## src/hdl/psm_defs.svh

```systemverilog
// Constants for the power-saving clock manager.
`ifndef PSM_DEFS_SVH
`define PSM_DEFS_SVH

// Reset value of the peripheral-to-CPU ratio field (1:1).
`define PSM_RATIO_RESET 3'h0
// Reset value of the oscillator select field.
`define PSM_OSC_RESET 3'h0
// Bounds of the restart delay after a wake event, in clock cycles.
`define PSM_WAKE_MIN 2
`define PSM_WAKE_MAX 4
// Default restart delay after a wake event, in clock cycles.
`define PSM_WAKE_DEFAULT 2
// Number of gated peripherals on this core.
`define PSM_NUM_PERIPH 8
// Width of the wake delay counter.
`define PSM_WAKE_CNT_W 3
// Width of the CPU slowdown counter (covers 1:128).
`define PSM_DOZE_CNT_W 7

`endif

```

## src/hdl/psm_pkg.sv

```systemverilog
// Types shared by the power-saving clock manager.
package psm_pkg;

  // Operating state of the core.
  typedef enum {
    PSM_RUN,
    PSM_ENTER,
    PSM_SLEEP,
    PSM_IDLE,
    PSM_WAKE
  } psm_state_t;

  // Operand of the power-save instruction.
  typedef enum logic {
    PSM_OP_SLEEP,
    PSM_OP_IDLE
  } psm_op_t;

endpackage : psm_pkg

```

## src/hdl/psm_doze_div.sv

```systemverilog
// CPU clock-enable divider for the slowdown mode.
`timescale 1ns/100ps
`default_nettype none
`include "psm_defs.svh"

module psm_doze_div
  import psm_pkg::*;
#(
  parameter int CNT_W = `PSM_DOZE_CNT_W
) (
  // Clock and reset
  input wire logic clk,
  input wire logic rst,
  // Control
  input wire logic en,
  input wire logic [2:0] ratio,
  // Tick, one cycle out of every 2**ratio
  output logic tick
);

  initial begin
    if (CNT_W < 7) begin
      $error("psm_doze_div: counter too narrow for 1:128");
    end
  end

  logic [CNT_W-1:0] cnt_reg;
  logic [CNT_W-1:0] cnt_next;
  logic tick_reg;
  logic tick_next;
  logic [CNT_W-1:0] limit;

  always_comb begin
    limit = CNT_W'((1 << ratio) - 1);
    // A lowered ratio can leave the count above the new limit; wrap at once
    // instead of running on to the counter's top.
    tick_next = en && (cnt_reg >= limit);
    if (!en || cnt_reg >= limit) begin
      cnt_next = '0;
    end else begin
      cnt_next = cnt_reg + CNT_W'(1);
    end
  end

  always_ff @(posedge clk) begin
    if (rst) begin
      cnt_reg <= '0;
      tick_reg <= 1'b0;
    end else begin
      cnt_reg <= cnt_next;
      tick_reg <= tick_next;
    end
  end

  assign tick = tick_reg;
endmodule : psm_doze_div
`default_nettype wire

```

## src/hdl/psm_power_manager.sv

```systemverilog
// Power-saving clock manager: sleep, idle, slowdown and module clock gating.
// Functional notes
// - Sleep operand stops clock and execution.
// - Idle operand halts CPU, peripherals keep running.
// - Sleep shuts down the system oscillator.
// - Clock failure monitor inactive during Sleep.
// - Low-power RC runs in Sleep with watchdog.
// - Watchdog cleared just before Sleep entry.
// - Sleep stops system-clocked peripherals only.
// - Sleep exits on interrupt, reset, watchdog.
// - Wake resumes on the same oscillator.
// - Standby bit picks regulator Sleep behaviour.
// - Idle clears watchdog, keeps oscillators as needed.
// - Idle wake restarts execution two-four cycles.
// - Stop-in-idle bit halts peripheral in Idle.
// - Coincident interrupt deferred until entry completes.
// - Slowdown slows only CPU, peripherals full speed.
// - Slowdown mode entered when enable set.
// - Three-bit ratio 1:1 to 1:128.
// - Return-on-interrupt restores CPU full speed.
// - Module-disable bit stops all module clocks.
// - Module active only if enabled and present.
// - Module-disable change takes one cycle; here the clock enable follows the write two cycles later.
// - Module-disable bits are per core.
// - Oscillator select writable when not locked.
`timescale 1ns/100ps
`default_nettype none
`include "psm_defs.svh"

module psm_power_manager
  import psm_pkg::*;
#(
  parameter int NUM_PERIPH = `PSM_NUM_PERIPH,
  parameter int WAKE_CYCLES = `PSM_WAKE_DEFAULT
) (
  // Clock and reset
  input wire logic CLK_SYS,
  input wire logic SYS_RST,
  // Power-save instruction from the local CPU
  input wire logic POWER_SAVE_INSTRUCTION,
  input wire logic POWER_SAVE_OPERAND,
  // Wake sources
  input wire logic IRQ_PENDING,
  input wire logic RESET_EVENT,
  input wire logic WATCHDOG_TIMEOUT,
  // Watchdog and monitor configuration
  input wire logic WATCHDOG_ENABLE,
  input wire logic CLOCK_FAILURE_MONITOR_ENABLE,
  input wire logic REGULATOR_STANDBY_CONTROL,
  // Slowdown control writes
  input wire logic CLOCK_DIVIDER_WR,
  input wire logic CPU_SLOWDOWN_ENABLE_IN,
  input wire logic [2:0] SLOWDOWN_RATIO_IN,
  input wire logic RETURN_ON_INTERRUPT_IN,
  // Oscillator select writes
  input wire logic OSC_CONTROL_WR,
  input wire logic [2:0] NEW_OSCILLATOR_SELECT_IN,
  input wire logic CLOCK_CONFIG_LOCKED,
  // Per-peripheral controls
  input wire logic MODULE_CLOCK_GATE_WR,
  input wire logic [NUM_PERIPH-1:0] MODULE_CLOCK_GATE_IN,
  input wire logic [NUM_PERIPH-1:0] PERIPH_PRESENT,
  input wire logic [NUM_PERIPH-1:0] PERIPH_EXT_CLOCK,
  input wire logic [NUM_PERIPH-1:0] STOP_IN_IDLE,
  // Clock enables
  output logic CPU_CLK_EN,
  output logic [NUM_PERIPH-1:0] PERIPH_CLK_EN,
  output logic SYS_OSC_EN,
  output logic LOW_POWER_RC_OSC_EN,
  output logic CLOCK_FAILURE_MONITOR_ACTIVE,
  output logic REGULATOR_STANDBY,
  // Status
  output logic WATCHDOG_CLEAR,
  output logic SLEEP_ACTIVE,
  output logic IDLE_ACTIVE,
  output logic EXEC_RESUME,
  output logic CPU_SLOWDOWN_ENABLE,
  output logic [2:0] SLOWDOWN_RATIO,
  output logic RETURN_ON_INTERRUPT,
  output logic [2:0] NEW_OSCILLATOR_SELECT,
  output logic [NUM_PERIPH-1:0] MODULE_CLOCK_GATE
);

  localparam int WAKE_DLY = WAKE_CYCLES;
  localparam int CW = `PSM_WAKE_CNT_W;

  initial begin
    if (WAKE_CYCLES < `PSM_WAKE_MIN || WAKE_CYCLES > `PSM_WAKE_MAX) begin
      $error("psm_power_manager: WAKE_CYCLES outside two to four");
    end
    if (NUM_PERIPH < 1) begin
      $error("psm_power_manager: NUM_PERIPH must be at least one");
    end
  end

  ////////////////////////////////////////////////////////////////////////////
  // Power state machine.

  psm_state_t state_reg;
  psm_state_t state_next;
  psm_op_t op_reg;
  psm_op_t op_next;
  logic [CW-1:0] wake_cnt_reg;
  logic [CW-1:0] wake_cnt_next;
  logic wake_evt;

  // The watchdog time-out and any reset source are treated like an interrupt.
  assign wake_evt = IRQ_PENDING || RESET_EVENT || WATCHDOG_TIMEOUT;

  always_comb begin
    state_next = state_reg;
    op_next = op_reg;
    wake_cnt_next = wake_cnt_reg;
    case (state_reg)
      PSM_RUN: begin
        if (POWER_SAVE_INSTRUCTION) begin
          op_next = psm_op_t'(POWER_SAVE_OPERAND);
          state_next = PSM_ENTER;
        end
      end
      PSM_ENTER: begin
        // Entry always completes; a pending wake source is seen afterwards.
        if (op_reg == PSM_OP_SLEEP) begin
          state_next = PSM_SLEEP;
        end else begin
          state_next = PSM_IDLE;
        end
      end
      PSM_SLEEP, PSM_IDLE: begin
        if (wake_evt) begin
          state_next = PSM_WAKE;
          wake_cnt_next = CW'(WAKE_CYCLES);
        end
      end
      PSM_WAKE: begin
        // The CPU clock is back from the first Wake cycle; execution follows
        // WAKE_CYCLES cycles after that.
        if (wake_cnt_reg == '0) begin
          state_next = PSM_RUN;
        end else begin
          wake_cnt_next = wake_cnt_reg - CW'(1);
        end
      end
      default: begin
        state_next = PSM_RUN;
      end
    endcase
  end

  always_ff @(posedge CLK_SYS) begin
    if (SYS_RST) begin
      state_reg <= PSM_RUN;
      op_reg <= PSM_OP_SLEEP;
      wake_cnt_reg <= '0;
    end else begin
      state_reg <= state_next;
      op_reg <= op_next;
      wake_cnt_reg <= wake_cnt_next;
    end
  end

  ////////////////////////////////////////////////////////////////////////////
  // Software-written control bits.

  logic slow_en_reg;
  logic slow_en_next;
  logic [2:0] ratio_reg;
  logic [2:0] ratio_next;
  logic roi_reg;
  logic roi_next;
  logic [2:0] osc_reg;
  logic [2:0] osc_next;
  logic osc_wr_ok;
  logic [NUM_PERIPH-1:0] gate_reg;
  logic [NUM_PERIPH-1:0] gate_next;

  // The selected oscillator is never touched by power-state changes, so wake
  // from Sleep returns to whatever source was chosen before entry.
  assign osc_wr_ok = OSC_CONTROL_WR && !CLOCK_CONFIG_LOCKED && state_reg == PSM_RUN;

  always_comb begin
    slow_en_next = slow_en_reg;
    ratio_next = ratio_reg;
    roi_next = roi_reg;
    osc_next = osc_reg;
    gate_next = gate_reg;
    if (roi_reg && slow_en_reg && IRQ_PENDING) begin
      slow_en_next = 1'b0;
    end
    // A software write in the same cycle wins so that a new setting is kept.
    if (CLOCK_DIVIDER_WR) begin
      slow_en_next = CPU_SLOWDOWN_ENABLE_IN;
      ratio_next = SLOWDOWN_RATIO_IN;
      roi_next = RETURN_ON_INTERRUPT_IN;
    end
    if (osc_wr_ok) begin
      osc_next = NEW_OSCILLATOR_SELECT_IN;
    end
    if (MODULE_CLOCK_GATE_WR) begin
      // Only this core's bits live here; absent peripherals hold no state.
      gate_next = MODULE_CLOCK_GATE_IN & PERIPH_PRESENT;
    end
  end

  always_ff @(posedge CLK_SYS) begin
    if (SYS_RST) begin
      slow_en_reg <= 1'b0;
      ratio_reg <= `PSM_RATIO_RESET;
      roi_reg <= 1'b0;
      osc_reg <= `PSM_OSC_RESET;
      gate_reg <= '0;
    end else begin
      slow_en_reg <= slow_en_next;
      ratio_reg <= ratio_next;
      roi_reg <= roi_next;
      osc_reg <= osc_next;
      gate_reg <= gate_next;
    end
  end

  ////////////////////////////////////////////////////////////////////////////
  // CPU slowdown divider.

  logic doze_tick;

  psm_doze_div #(
    .CNT_W(`PSM_DOZE_CNT_W)
  ) u_doze_div (
    .clk(CLK_SYS),
    .rst(SYS_RST),
    .en(slow_en_reg),
    .ratio(ratio_reg),
    .tick(doze_tick)
  );

  ////////////////////////////////////////////////////////////////////////////
  // Registered outputs.

  logic in_sleep;
  logic in_idle;
  logic cpu_en_reg;
  logic cpu_en_next;
  logic osc_en_reg;
  logic osc_en_next;
  logic low_power_rc_osc_reg;
  logic low_power_rc_osc_next;
  logic cfm_reg;
  logic cfm_next;
  logic vreg_reg;
  logic vreg_next;
  logic wdt_clr_reg;
  logic wdt_clr_next;
  logic resume_reg;
  logic resume_next;
  logic [NUM_PERIPH-1:0] pclk_reg;
  logic [NUM_PERIPH-1:0] pclk_next;

  assign in_sleep = state_reg == PSM_SLEEP;
  assign in_idle = state_reg == PSM_IDLE;

  always_comb begin
    // Peripherals stay at full rate; only the CPU enable follows the divider.
    case (state_reg)
      PSM_RUN: cpu_en_next = slow_en_reg ? doze_tick : 1'b1;
      PSM_WAKE: cpu_en_next = 1'b1;
      default: cpu_en_next = 1'b0;
    endcase
    osc_en_next = !in_sleep;
    cfm_next = CLOCK_FAILURE_MONITOR_ENABLE && !in_sleep;
    if (in_sleep) begin
      low_power_rc_osc_next = WATCHDOG_ENABLE;
    end else begin
      low_power_rc_osc_next = WATCHDOG_ENABLE || CLOCK_FAILURE_MONITOR_ENABLE;
    end
    vreg_next = in_sleep && !REGULATOR_STANDBY_CONTROL;
    wdt_clr_next = state_reg == PSM_ENTER && WATCHDOG_ENABLE;
    resume_next = state_reg == PSM_WAKE && wake_cnt_reg == '0;
  end

  genvar gi;
  generate
    for (gi = 0; gi < NUM_PERIPH; gi = gi + 1) begin : g_periph
      // The gate bit is one cycle behind the write and the enable is registered again,
      // so PERIPH_CLK_EN changes two cycles after the write, not the documented one cycle.
      always_comb begin
        pclk_next[gi] = PERIPH_PRESENT[gi] && !gate_reg[gi]
          && !(in_sleep && !PERIPH_EXT_CLOCK[gi])
          && !(in_idle && STOP_IN_IDLE[gi]);
      end
    end
  endgenerate

  always_ff @(posedge CLK_SYS) begin
    if (SYS_RST) begin
      cpu_en_reg <= 1'b1;
      osc_en_reg <= 1'b1;
      low_power_rc_osc_reg <= 1'b0;
      cfm_reg <= 1'b0;
      vreg_reg <= 1'b0;
      wdt_clr_reg <= 1'b0;
      resume_reg <= 1'b0;
      pclk_reg <= '0;
    end else begin
      cpu_en_reg <= cpu_en_next;
      osc_en_reg <= osc_en_next;
      low_power_rc_osc_reg <= low_power_rc_osc_next;
      cfm_reg <= cfm_next;
      vreg_reg <= vreg_next;
      wdt_clr_reg <= wdt_clr_next;
      resume_reg <= resume_next;
      pclk_reg <= pclk_next;
    end
  end

  logic sleep_out_reg;
  logic idle_out_reg;

  always_ff @(posedge CLK_SYS) begin
    if (SYS_RST) begin
      sleep_out_reg <= 1'b0;
      idle_out_reg <= 1'b0;
    end else begin
      sleep_out_reg <= in_sleep;
      idle_out_reg <= in_idle;
    end
  end

  assign CPU_CLK_EN = cpu_en_reg;
  assign PERIPH_CLK_EN = pclk_reg;
  assign SYS_OSC_EN = osc_en_reg;
  assign LOW_POWER_RC_OSC_EN = low_power_rc_osc_reg;
  assign CLOCK_FAILURE_MONITOR_ACTIVE = cfm_reg;
  assign REGULATOR_STANDBY = vreg_reg;
  assign WATCHDOG_CLEAR = wdt_clr_reg;
  assign SLEEP_ACTIVE = sleep_out_reg;
  assign IDLE_ACTIVE = idle_out_reg;
  assign EXEC_RESUME = resume_reg;
  assign CPU_SLOWDOWN_ENABLE = slow_en_reg;
  assign SLOWDOWN_RATIO = ratio_reg;
  assign RETURN_ON_INTERRUPT = roi_reg;
  assign NEW_OSCILLATOR_SELECT = osc_reg;
  assign MODULE_CLOCK_GATE = gate_reg;
endmodule : psm_power_manager
`default_nettype wire

```

## config.mk

```make
export PLATFORM = sky130hd
export DESIGN_NAME = psm_power_manager
export DESIGN_NICKNAME = d
export VERILOG_FILES = /design/src/hdl/psm_pkg.sv /design/src/hdl/psm_doze_div.sv /design/src/hdl/psm_power_manager.sv
export VERILOG_INCLUDE_DIRS = /design/src /design/src/hdl
export SDC_FILE = /design/constraint.sdc
export NUM_CORES = 1
export LEC_CHECK = 0
export BUFFER_PORTS_ARGS = -buffer_cell sky130_fd_sc_hd__clkbuf_2
export CAP_MARGIN = 20
export CORE_UTILIZATION = 40
export CTS_CLUSTER_DIAMETER = 80
export DETAILED_ROUTE_END_ITERATION = 16
export GPL_TIMING_DRIVEN = 1
export HOLD_SLACK_MARGIN = 0.15
export PLACE_DENSITY = 0.76
export RECOVER_POWER = 50
export SLEW_MARGIN = 20
export SYNTH_ARGS = -nofsm -noshare
export SYNTH_HDL_FRONTEND = slang
export SYNTH_SLANG_ARGS = --single-unit
export TNS_END_PERCENT = 50
```

## constraint.sdc

```tcl
create_clock -name CLK_SYS -period 1.73 [get_ports CLK_SYS]
set_clock_uncertainty 0.1 [all_clocks]
set_input_delay 0.0865 -clock CLK_SYS [delete_from_list [all_inputs] [get_ports CLK_SYS]]
set_output_delay 0.0865 -clock CLK_SYS [all_outputs]
set_load 0.02 [all_outputs]
```

---- Word level (Yosys, flattened, before mapping) ----
Cells that the tools add are included.
storage, ports and cells
  register bits after elaboration ......... 77
  input bits .............................. 54
  output and inout port bits .............. 33
  word-level logic and storage cells ...... 150
operators by class
  reduce and logical (&&, ||, !) cells .... 99
  equal/unequal tests ..................... 12
  add/sub/neg operators ................... 3
  bitwise operators ....................... 1
  $lt $le $gt $ge ......................... 1
  multiplexer cells ....................... 13
  shift operators ......................... 1
operator list
  kind                                                                    count
  32-bit one-hot mux with 4 select lines                                  1
  32-bit by 2-bit equality test with 1-bit output, second input constant  3
  32-bit by 3-bit equality test with 1-bit output, second input constant  3
  32-bit 2-to-1 mux                                                       3
  32-bit logical NOT                                                      2
  1-bit logical AND                                                       49
  1-bit logical NOT                                                       36
  32-bit by 1-bit equality test with 1-bit output, second input constant  1
  32-bit by 4-bit equality test with 1-bit output, second input constant  1
  8-bit bitwise AND                                                       1
  2-bit != test, second input constant                                    4
  7-bit by 1-bit adder with 7-bit output, second input constant           1
  7-bit >= comparator                                                     1
  1-bit by 3-bit << shifter with 7-bit output, first input constant       1
  7-bit by 2-bit subtractor with 7-bit output, second input constant      1
  3-bit 2-to-1 mux                                                        2
  3-bit one-hot mux with 2 select lines                                   1
  3-bit AND reduction                                                     2
  1-bit 2-to-1 mux                                                        5
  1-bit logical OR                                                        4
  2-bit nonzero test                                                      2
  2-bit OR reduction                                                      2
  3-bit logical NOT                                                       1
  3-bit by 1-bit subtractor with 3-bit output, second input constant      1
  other kinds (2)                                                         2

---- Logic depth before layout (Yosys ltp) ----
Gate-level depths: netlist of run 1.
  depth after elaboration ................. 5
  mapped depth ............................ 6
  mapped depth without buffers ............ 6

---- Cells and area by module ----
Synthesis of run 1 repeated with hierarchy kept, for this count alone.
unflattened totals
  cell total of the unflattened synthesis .. 234
  area total of the unflattened synthesis .. 2,078.2 µm²
modules (own cells, without submodules)
  module             cells each  instances  sequential area each (µm²)  area an instance (µm²)
  psm_power_manager  181         1          800.8                       1,595.3
  psm_doze_div       53          1          160.2                       483.0

---- Worst setup path before layout of run 1 ----
OpenSTA, ideal clock, no wires.
  kind .................................... register to register
  start ................................... register ratio_reg[1] (netlist: SLOWDOWN_RATIO[1])
  end ..................................... register u_doze_div.tick_reg (netlist: u_doze_div.tick)
  buffers on the path ..................... 0
  library setup time ...................... 0.125 ns
  slack ................................... -0.198 ns
  clock period less this slack ............ 1.928 ns
  required time ........................... 1.505 ns
  arrival ................................. 1.703 ns
  cell stages (with the launch flop) ...... 7
  cell sequence ........................... dfxtp_1 or3_1 ha_1 nand2b_1 a211oi_1 o31ai_2 nor2b_1
between the ends
  longest elaborated chain between the ends .. 4
RTL lines
  element                                      line                      RTL
  from (decl)                                  psm_power_manager.sv:167  logic [2:0] ratio_reg;
  from (signal assigned)                       psm_power_manager.sv:208  ratio_reg <= `PSM_RATIO_RESET;
  from (signal assigned)                       psm_power_manager.sv:214  ratio_reg <= ratio_next;
  1-bit by 3-bit << shifter with 7-bit output  psm_doze_div.sv:34        limit = CNT_W'((1 << ratio) - 1);
  7-bit by 2-bit subtractor with 7-bit output  psm_doze_div.sv:34
  7-bit >= comparator                          psm_doze_div.sv:37        tick_next = en && (cnt_reg >= limit);
  1-bit logical AND                            psm_doze_div.sv:37
  to (signal assigned)                         psm_doze_div.sv:51        tick_reg <= tick_next;
  to (decl)                                    psm_doze_div.sv:29        logic tick_reg;
No other way between the ends.
A chain may end at the register's enable or synchronous reset.

---- Worst setup path in the final report of run 1 ----
  start ................................... register ratio_reg[0] (netlist: SLOWDOWN_RATIO[0])
  end ..................................... register u_doze_div.tick_reg (netlist: u_doze_div.tick)
The elaborated chain is that of the path after synthesis.

==> run metrics, run 1 <==
run status=finished with violations; violations in the final reports=negative setup slack; Int Pwr=around 0.0018 W; origin of the worst min-delay path=MODULE_CLOCK_GATE_WR; deepest clock path buffer count=2; cells along the critical path=or3_4, ha_4, nand2b_4, a211oi_4, o31ai_4, nor2b_1; Synth async-reset ratio=0%; pwr dens=between 700 and 800 nW/um^2; clock root buffer master=sky130_fd_sc_hd__clkbuf_8; family with the most delay on the worst path=simple AND/OR/NAND/NOR gates; final cell count without fillers=~460; antenna diode count=0; number of flops mapped to enable cells by yosys=0; first-pass iteration count of the detailed router=5; crit path capture type=flop; placed instance area=2600 um^2; Net Switching=approximately 0.00067 W; vias in the first global route=~2200; post-placement setup slack=-0.153 ns; worst setup slack for register-to-register paths=-0.15 ns; share of the synthesized area in the top cell type=between 40 and 50%; Port Buffer Count=86; synthesis warning total=0; critical-path maximum fanout=8; type of the tightest min-delay check=input port to flop; RSZ-0062 raised after global routing=yes; Highest Signal Layer=met4; slack of the critical path=-0.153 ns; Post-CTS Setup Repair Bufs=0; CP bufs+invs=0; first-pass GRT wire length=9.49 mm; final number of max-transition violations=0; most used standard cell by instance count after synthesis=sky130_fd_sc_hd__dfxtp_1; Flop pwr share=48.1%; routed vias/inst=4.91; Net count, final=around 450; FF+latch count, synth=48; clock transition time at the flip-flop clock pins of the worst setup and hold paths=about 0.090 ns; fraction of power spent switching nets=26.9%; Clock H-tree levels=2; total vias in the final route=2251; die extent in x=73.7 um; worst slew margin relative to its limit=71.2%; critical register-to-register path endpoint=u_doze_div.tick; critical path data required time=between 1.5 and 2 ns; Antenna Nets Post-Route=0; Slowest cell on crit path=sky130_fd_sc_hd__or3_4; number of filler instances in the final layout=roughly 380; Final Core Density=69.7%; Post-Synthesis Cells=between 200 and 250; unique cell type count in the Yosys netlist=37; CP startpoint kind=flop; area growth from synthesis to final layout=64.1%; transition time at the pin with the least slew margin=0.433 ns; Mean Syn Cell Area=~9 um^2; Fin. Hold Viols=0; ratio of cells with drive above 1 in the final layout=21.7%; Worst-Skew Late Latency=0.30 ns; data arrival at the endpoint of the critical path=2.02 ns; Sink Count=48; final routed wire length divided by cell count=13.6 um; Detailed Route WL=6.24 mm; maximum resistive drop on vdd=395 uV; total congestion overflow=0; number of stages on the worst hold path=3; wire length on met3=273 um; Std-Cell Core Area=4850 um^2; number of cells after detailed placement=383; Final period util=109%; main area contributors after synthesis=sky130_fd_sc_hd__dfxtp_1 47%, sky130_fd_sc_hd__ha_1 6.1%, sky130_fd_sc_hd__a21oi_1 5.3%; predominant post-synthesis flop cell=sky130_fd_sc_hd__dfxtp_1; std cell rows=25; hold worst-path end=MODULE_CLOCK_GATE[3]; pin count of the biggest net entering global routing=22; syn nets=298; number of buffers inserted during clock tree synthesis=5; Top-Level Pins=87; netlist area before placement=2060 um^2; class of the most critical setup path=flop to flop; Initial DRC Count=122; placer congestion estimate=0.787; final design area excluding fillers=roughly 3400 um^2; DRC violations left=0; slowest cell delay on critical path=0.39 ns; reg-to-reg startpoint=SLOWDOWN_RATIO[0]; final setup fails=8; initial antenna violation count=0; detailed-route wire length on metal 1=2.34 mm; Max-cap violations=0; part of the total power dissipated in the clock network=29.7%; number of cell instances on the worst register-to-register path=6; length of routed met2 wiring=3.30 mm; Synth area leader=sky130_fd_sc_hd__dfxtp_1; Combinational Power Share=between 20 and 25%; sequential element share of the synthesized area=between 40% and 50%; Highest Clock Rate=531 MHz; Initial Util=42.5%; TritonCTS clock tree=done; Die Span Y=73.7 um; total routing resource utilization after global routing=23.1%; most instantiated cells after synthesis=48 x sky130_fd_sc_hd__dfxtp_1, 24 x sky130_fd_sc_hd__nand2_1, 23 x sky130_fd_sc_hd__nor2_1; minimum period implied by the final worst setup slack=1.88 ns; Detailed Place HPWL=~3.5 mm; DIE AREA=5440 um^2; leakage power=1.45 nW
[area by class of cell]
| class | count | area, um^2 | area share (%) |
|---|---|---|---|
| Timing Repair Buffer | 161 | 1130 | 33.3 |
| Multi-Input combinational cell | 166 | 1070 | 31.6 |
| Sequential cell | 48 | 967 | 28.6 |
| Clock buffer | 7 | 97.6 | 2.89 |
| Tap cell | 67 | 83.8 | 2.48 |
| Inverter | 8 | 30.0 | 0.889 |
| Clock inverter | 1 | 5.00 | 0.148 |
[routing by layer]
metal  up-vias  track usage [%]
met1      1008             23.8
met5         -                0
li1       1107                -
met3        41             4.94
met2        95             41.8
met4         0             15.6
[power by group through the flow]
stage	logic, W	registers (W)	clock network [W]
after floorplan	0.000202	0.00126	0
after global placement	0.000386	0.00121	0
after detailed placement	0.000392	0.00121	0
after CTS	0.000528	0.00119	0.000756
after global routing	0.000597	0.00120	0.000803
final	0.000550	0.00119	0.000736
[how the worst max path moves through the flow]
stage                                  from  cells after the start                    end
after floorplan           SLOWDOWN_RATIO[0]                      6        u_doze_div.tick
after global placement    SLOWDOWN_RATIO[0]                      6        u_doze_div.tick
final                     SLOWDOWN_RATIO[0]                      6        u_doze_div.tick
after CTS                 SLOWDOWN_RATIO[0]                      6        u_doze_div.tick
after detailed placement  SLOWDOWN_RATIO[0]                      6  u_doze_div.cnt_reg[5]
after global routing      SLOWDOWN_RATIO[2]                      6  u_doze_div.cnt_reg[5]
[through the flow]
step / power, W / setup TNS (ns) / hold slack (ns)
6_report: 0.00248 / -0.899 / 0.200
5_1_grt: 0.00260 / -1.70 / 0.219
4_1_cts: 0.00247 / -0.908 / 0.169
3_5_place_dp: 0.00161 / -0.878 / 0.152
3_3_place_gp: 0.00160 / -0.515 / 0.149
2_1_floorplan: 0.00146 / -0.359 / 0.0589
[cells by family (layout without fill, tap and decap cells)]
kind of cell             after synthesis  after routing  share of synthesized area, %
buffers and inverters                 20            177                          4.62
adder cells (fa/ha/maj)               10             10                          6.08
XOR/XNOR                               5              5                          2.13
AO/OA/AOI/OAI                         43             43                          12.4
multiplexers                           8              8                          3.89
AND/OR/NAND/NOR                      100            100                          24.2
flip-flops                            48             48                          46.7
[worst min-delay path: stages]
cell and delay [ns]:
sky130_fd_sc_hd__clkbuf_2 0.26, sky130_fd_sc_hd__nand2b_1 0.15, sky130_fd_sc_hd__a21oi_1 0.05
[layout by cell type, fill, tap and decap left out, types with 3 or more instances in the layout]
| cell | Yosys | final |
|---|---|---|
| sky130_fd_sc_hd__dlygate4sd3_1 | 0 | 66 |
| sky130_fd_sc_hd__clkbuf_2 | 0 | 56 |
| sky130_fd_sc_hd__dfxtp_1 | 48 | 45 |
| sky130_fd_sc_hd__clkbuf_1 | 7 | 32 |
| sky130_fd_sc_hd__nand2_1 | 24 | 24 |
| sky130_fd_sc_hd__nor2_1 | 23 | 23 |
| sky130_fd_sc_hd__a21oi_1 | 22 | 21 |
| sky130_fd_sc_hd__nand3_1 | 15 | 15 |
| sky130_fd_sc_hd__nand2b_1 | 13 | 12 |
| sky130_fd_sc_hd__o21ai_0 | 11 | 11 |
| sky130_fd_sc_hd__ha_1 | 10 | 9 |
| sky130_fd_sc_hd__inv_1 | 8 | 8 |
| sky130_fd_sc_hd__mux2i_1 | 8 | 8 |
| sky130_fd_sc_hd__nor3_1 | 9 | 7 |
| sky130_fd_sc_hd__buf_4 | 1 | 6 |
| sky130_fd_sc_hd__clkbuf_8 | 0 | 5 |
| sky130_fd_sc_hd__xor2_1 | 4 | 4 |
| sky130_fd_sc_hd__nand3b_1 | 3 | 3 |
| sky130_fd_sc_hd__and3_1 | 3 | 3 |
[repair_timing]
item	in CTS	in global routing
pin swaps	2	1
endpoints found under the hold margin	34	0
gates resized for setup	0	10
hold buffers	67	0
setup endpoints to repair	8	19
(Power assumes the default switching activity.)
==> run 2: changes to the inputs <==
--- a/config.mk
+++ b/config.mk
@@ -12,11 +12,12 @@
 export CTS_CLUSTER_DIAMETER = 80
 export DETAILED_ROUTE_END_ITERATION = 16
 export GPL_TIMING_DRIVEN = 1
-export HOLD_SLACK_MARGIN = 0.15
+export HOLD_SLACK_MARGIN = 0.06
 export PLACE_DENSITY = 0.76
 export RECOVER_POWER = 50
 export SLEW_MARGIN = 20
 export SYNTH_ARGS = -nofsm -noshare
 export SYNTH_HDL_FRONTEND = slang
+export SYNTH_HIERARCHICAL = 1
 export SYNTH_SLANG_ARGS = --single-unit
 export TNS_END_PERCENT = 50
==> run metrics, run 2 <==
GRT met2 Usage=45.5% (was 41.8%); Initial Util=42.9% (was 42.5%); part of the total power dissipated in the clock network=24.9% (was 29.7%); initial antenna violation count=0 (unchanged); commonest cells after routing, fill and taps aside=60 x sky130_fd_sc_hd__clkbuf_2, 46 x sky130_fd_sc_hd__dfxtp_1, 46 x sky130_fd_sc_hd__dlygate4sd3_1 (was 66 x sky130_fd_sc_hd__dlygate4sd3_1, 56 x sky130_fd_sc_hd__clkbuf_2, 45 x sky130_fd_sc_hd__dfxtp_1); data arrival at the endpoint of the critical path=2.04 ns (was 2.02 ns); die extent in x=74.1 um (was 73.7 um); GR met3 Demand/Resource=6.10% (was 4.94%); main area contributors after synthesis=sky130_fd_sc_hd__dfxtp_1 46%, sky130_fd_sc_hd__ha_1 6.0%, sky130_fd_sc_hd__nor2_1 5.2% (was sky130_fd_sc_hd__dfxtp_1 47%, sky130_fd_sc_hd__ha_1 6.1%, sky130_fd_sc_hd__a21oi_1 5.3%); clock root buffer master=sky130_fd_sc_hd__clkbuf_8 (unchanged); run status=finished with violations (unchanged); pin count of the biggest net entering global routing=24 (was 22); DRC violations left=0 (unchanged); unique cell type count in the Yosys netlist=38 (was 37); clock transition time at the flip-flop clock pins of the worst setup and hold paths=0.09 ns (about the same); Top-Level Pins=87 (unchanged); number of flops mapped to enable cells by yosys=0 (unchanged); critical path data required time=1.81 ns (was 1.86 ns); synthesis warning total=6 (was 0); routed vias/inst=5.01 (was 4.91); minimum period implied by the final worst setup slack=1.96 ns (was 1.88 ns); number of buffers inserted during clock tree synthesis=5 (unchanged); CP startpoint kind=flop (unchanged); Sink Count=48 (unchanged); std cell rows=25 (unchanged); violations in the final reports=negative setup slack (unchanged); Max-cap violations=0 (unchanged); worst slew margin relative to its limit=68.7% (was 71.2%); Detailed Route WL=6.70 mm (was 6.24 mm); most instantiated cells after synthesis=48 x sky130_fd_sc_hd__dfxtp_1, 29 x sky130_fd_sc_hd__nor2_1, 21 x sky130_fd_sc_hd__a21oi_1, 21 x sky130_fd_sc_hd__nand2_1, 14 x sky130_fd_sc_hd__nand3_1 (was 48 x sky130_fd_sc_hd__dfxtp_1, 24 x sky130_fd_sc_hd__nand2_1, 23 x sky130_fd_sc_hd__nor2_1); DIE AREA=5490 um^2 (was 5440 um^2); ratio of cells with drive above 1 in the final layout=26.8% (was 21.7%); placer congestion estimate=0.797 (was 0.787); first-pass iteration count of the detailed router=4 (was 5); Flop pwr share=46.3% (was 48.1%); deepest clock path buffer count=2 (unchanged); most utilized layer in the global route result=met2 (unchanged); Initial DRC Count=90 (was 122); netlist area before placement=2080 um^2 (was 2060 um^2); RSZ-0062 raised after global routing=yes (unchanged); Worst-Skew Late Latency=0.30 ns (about the same); total congestion overflow=0 (unchanged); Synth async-reset ratio=0% (unchanged); Clock H-tree levels=2 (unchanged); crit path capture type=flop (unchanged); share of the synthesized area in the top cell type=46.2% (was 46.7%); post-placement setup slack=-0.171 ns (was -0.153 ns); antenna diode count=0 (unchanged); type of the tightest min-delay check=input port to flop (unchanged); Highest Clock Rate=510 MHz (was 531 MHz); Final period util=113% (was 109%); Synth area leader=sky130_fd_sc_hd__dfxtp_1 (unchanged); sequential element share of the synthesized area=46.2% (was 46.7%); Int Pwr=0.00182 W (was 0.00181 W); Fin. Hold Viols=0 (unchanged); vias in the first global route=2260 (was 2216); final setup fails=16 (was 8); Port Buffer Count=86 (unchanged); total routing resource utilization after global routing=24.9% (was 23.1%); Die Span Y=74.1 um (was 73.7 um); number of filler instances in the final layout=382 (was 379); Combinational Power Share=28.8% (was 22.2%); Net count, final=444 (was 454); fraction of power spent switching nets=31.0% (was 26.9%); slack of the critical path=-0.231 ns (was -0.153 ns); grt met1 use=27.9% (was 23.8%); final routed wire length divided by cell count=15.0 um (was 13.6 um); area growth from synthesis to final layout=57.7% (was 64.1%); most used standard cell by instance count after synthesis=sky130_fd_sc_hd__dfxtp_1 (unchanged); Detailed Place HPWL=3.87 mm (was 3.51 mm); class of the most critical setup path=flop to flop (unchanged); final number of max-transition violations=0 (unchanged); Mean Syn Cell Area=8.88 um^2 (was 8.80 um^2); worst slack on hold paths=0.103 ns (was 0.200 ns); TritonCTS clock tree=done (unchanged); Std-Cell Core Area=4850 um^2 (unchanged); Net Switching=0.000816 W (was 0.000667 W); maximum resistive drop on vdd=566 uV (was 395 uV); leakage power=1.46 nW (was 1.45 nW); Antenna Nets Post-Route=0 (unchanged); critical-path maximum fanout=6 (was 8); predominant post-synthesis flop cell=sky130_fd_sc_hd__dfxtp_1 (unchanged); total vias in the final route=2243 (was 2251); most common cell after layout, fill and taps aside=sky130_fd_sc_hd__clkbuf_2 (was sky130_fd_sc_hd__dlygate4sd3_1); pwr dens=804 nW/um^2 (was 734 nW/um^2); first-pass GRT wire length=10.2 mm (was 9.49 mm); Final Core Density=67.6% (was 69.7%); Post-Synthesis Cells=234 (unchanged); syn nets=298 (unchanged); transition time at the pin with the least slew margin=0.470 ns (was 0.433 ns); FF+latch count, synth=48 (unchanged)
## run 2: cell types whose count changed after synthesis, sizes merged, moves of 2 or more
cell / before / now
or3: 3 / 1
nand2: 24 / 21
nor2: 24 / 29
and3: 3 / 1
or4: 0 / 2
## run 2: worst max-delay path, cell delays in order (launching register included)
cell                       delay, ns
sky130_fd_sc_hd__dfxtp_4        0.37
sky130_fd_sc_hd__or3_4          0.39
sky130_fd_sc_hd__ha_4           0.26
sky130_fd_sc_hd__nand2b_4       0.12
sky130_fd_sc_hd__a211oi_4       0.06
sky130_fd_sc_hd__o31ai_4        0.30
sky130_fd_sc_hd__buf_4          0.19
sky130_fd_sc_hd__nor3_2         0.04
## run 2: final timing paths
check,from,endpoint,slack [ns],depth (start not counted)
worst max-delay path,SLOWDOWN_RATIO[1],u_doze_div/cnt_reg[0],-0.23,7
worst max register to register,SLOWDOWN_RATIO[1],u_doze_div/cnt_reg[0],-0.23,7
worst min-delay path,CLOCK_DIVIDER_WR,RETURN_ON_INTERRUPT,0.10,3
worst min register to register,wake_cnt_reg[1],wake_cnt_reg[1],0.37,1
## run 2: routing by layer
| layer | up-vias | part of all wire [%] |
|---|---|---|
| li1 | 1086 | - |
| met1 | 1062 | 39 |
| met2 | 83 | 53 |
| met3 | 12 | 5.8 |
| met4 | 0 | 2.0 |
| met5 | - | 0 |
## run 2: through the flow
step           cells  cell area (um^2)  setup TNS (ns)  power (W)
2_1_floorplan    234              2110          -0.481    0.00163
3_5_place_dp     390              2680          -0.958    0.00186
6_report         448              3280           -2.51    0.00264
3_3_place_gp     390              2680          -0.570    0.00184
4_1_cts          444              3240           -1.16    0.00259
5_1_grt          448              3280           -3.73    0.00278
## run 2: power by group through the flow
stage                     logic (W)  registers, W  clock network (W)
after floorplan            0.000321       0.00131                  0
after global placement     0.000601       0.00124                  0
after detailed placement   0.000615       0.00124                  0
after CTS                  0.000705       0.00122           0.000668
after global routing       0.000820       0.00123           0.000729
final                      0.000758       0.00122           0.000656
## run 2: logic make-up (layout without fill, tap and decap cells)
group	after synthesis	count (layout)	synth area share, %
buffers and inverters	20	167	3.97
and+or+nand+nor	98	98	22.9
muxes	10	10	5.06
AOI/OAI and AO/OA	43	43	13.7
DFF	48	48	46.2
xor gates and xnor gates	5	5	2.11
adders and majority gates	10	10	6.02
## run 2: repair_timing
item | in CTS | in global routing
pin swaps | 2 | 3
hold buffers | 46 | 0
hold endpoints to repair | 30 | 0
setup buffers | 0 | 5
gates resized for setup | 2 | 9
endpoints found under the setup margin | 8 | 17
## run 2: final cells by class
class / instances / area, um^2 / area share [%]
clock buffers: 5 / 68.8 / 2.10
well taps: 67 / 83.8 / 2.56
inverters: 9 / 33.8 / 1.03
clock inverters: 3 / 18.8 / 0.573
flip-flops and latches: 48 / 966 / 29.5
repair buffers: 150 / 1000 / 30.7
multi-input cells: 166 / 1100 / 33.6
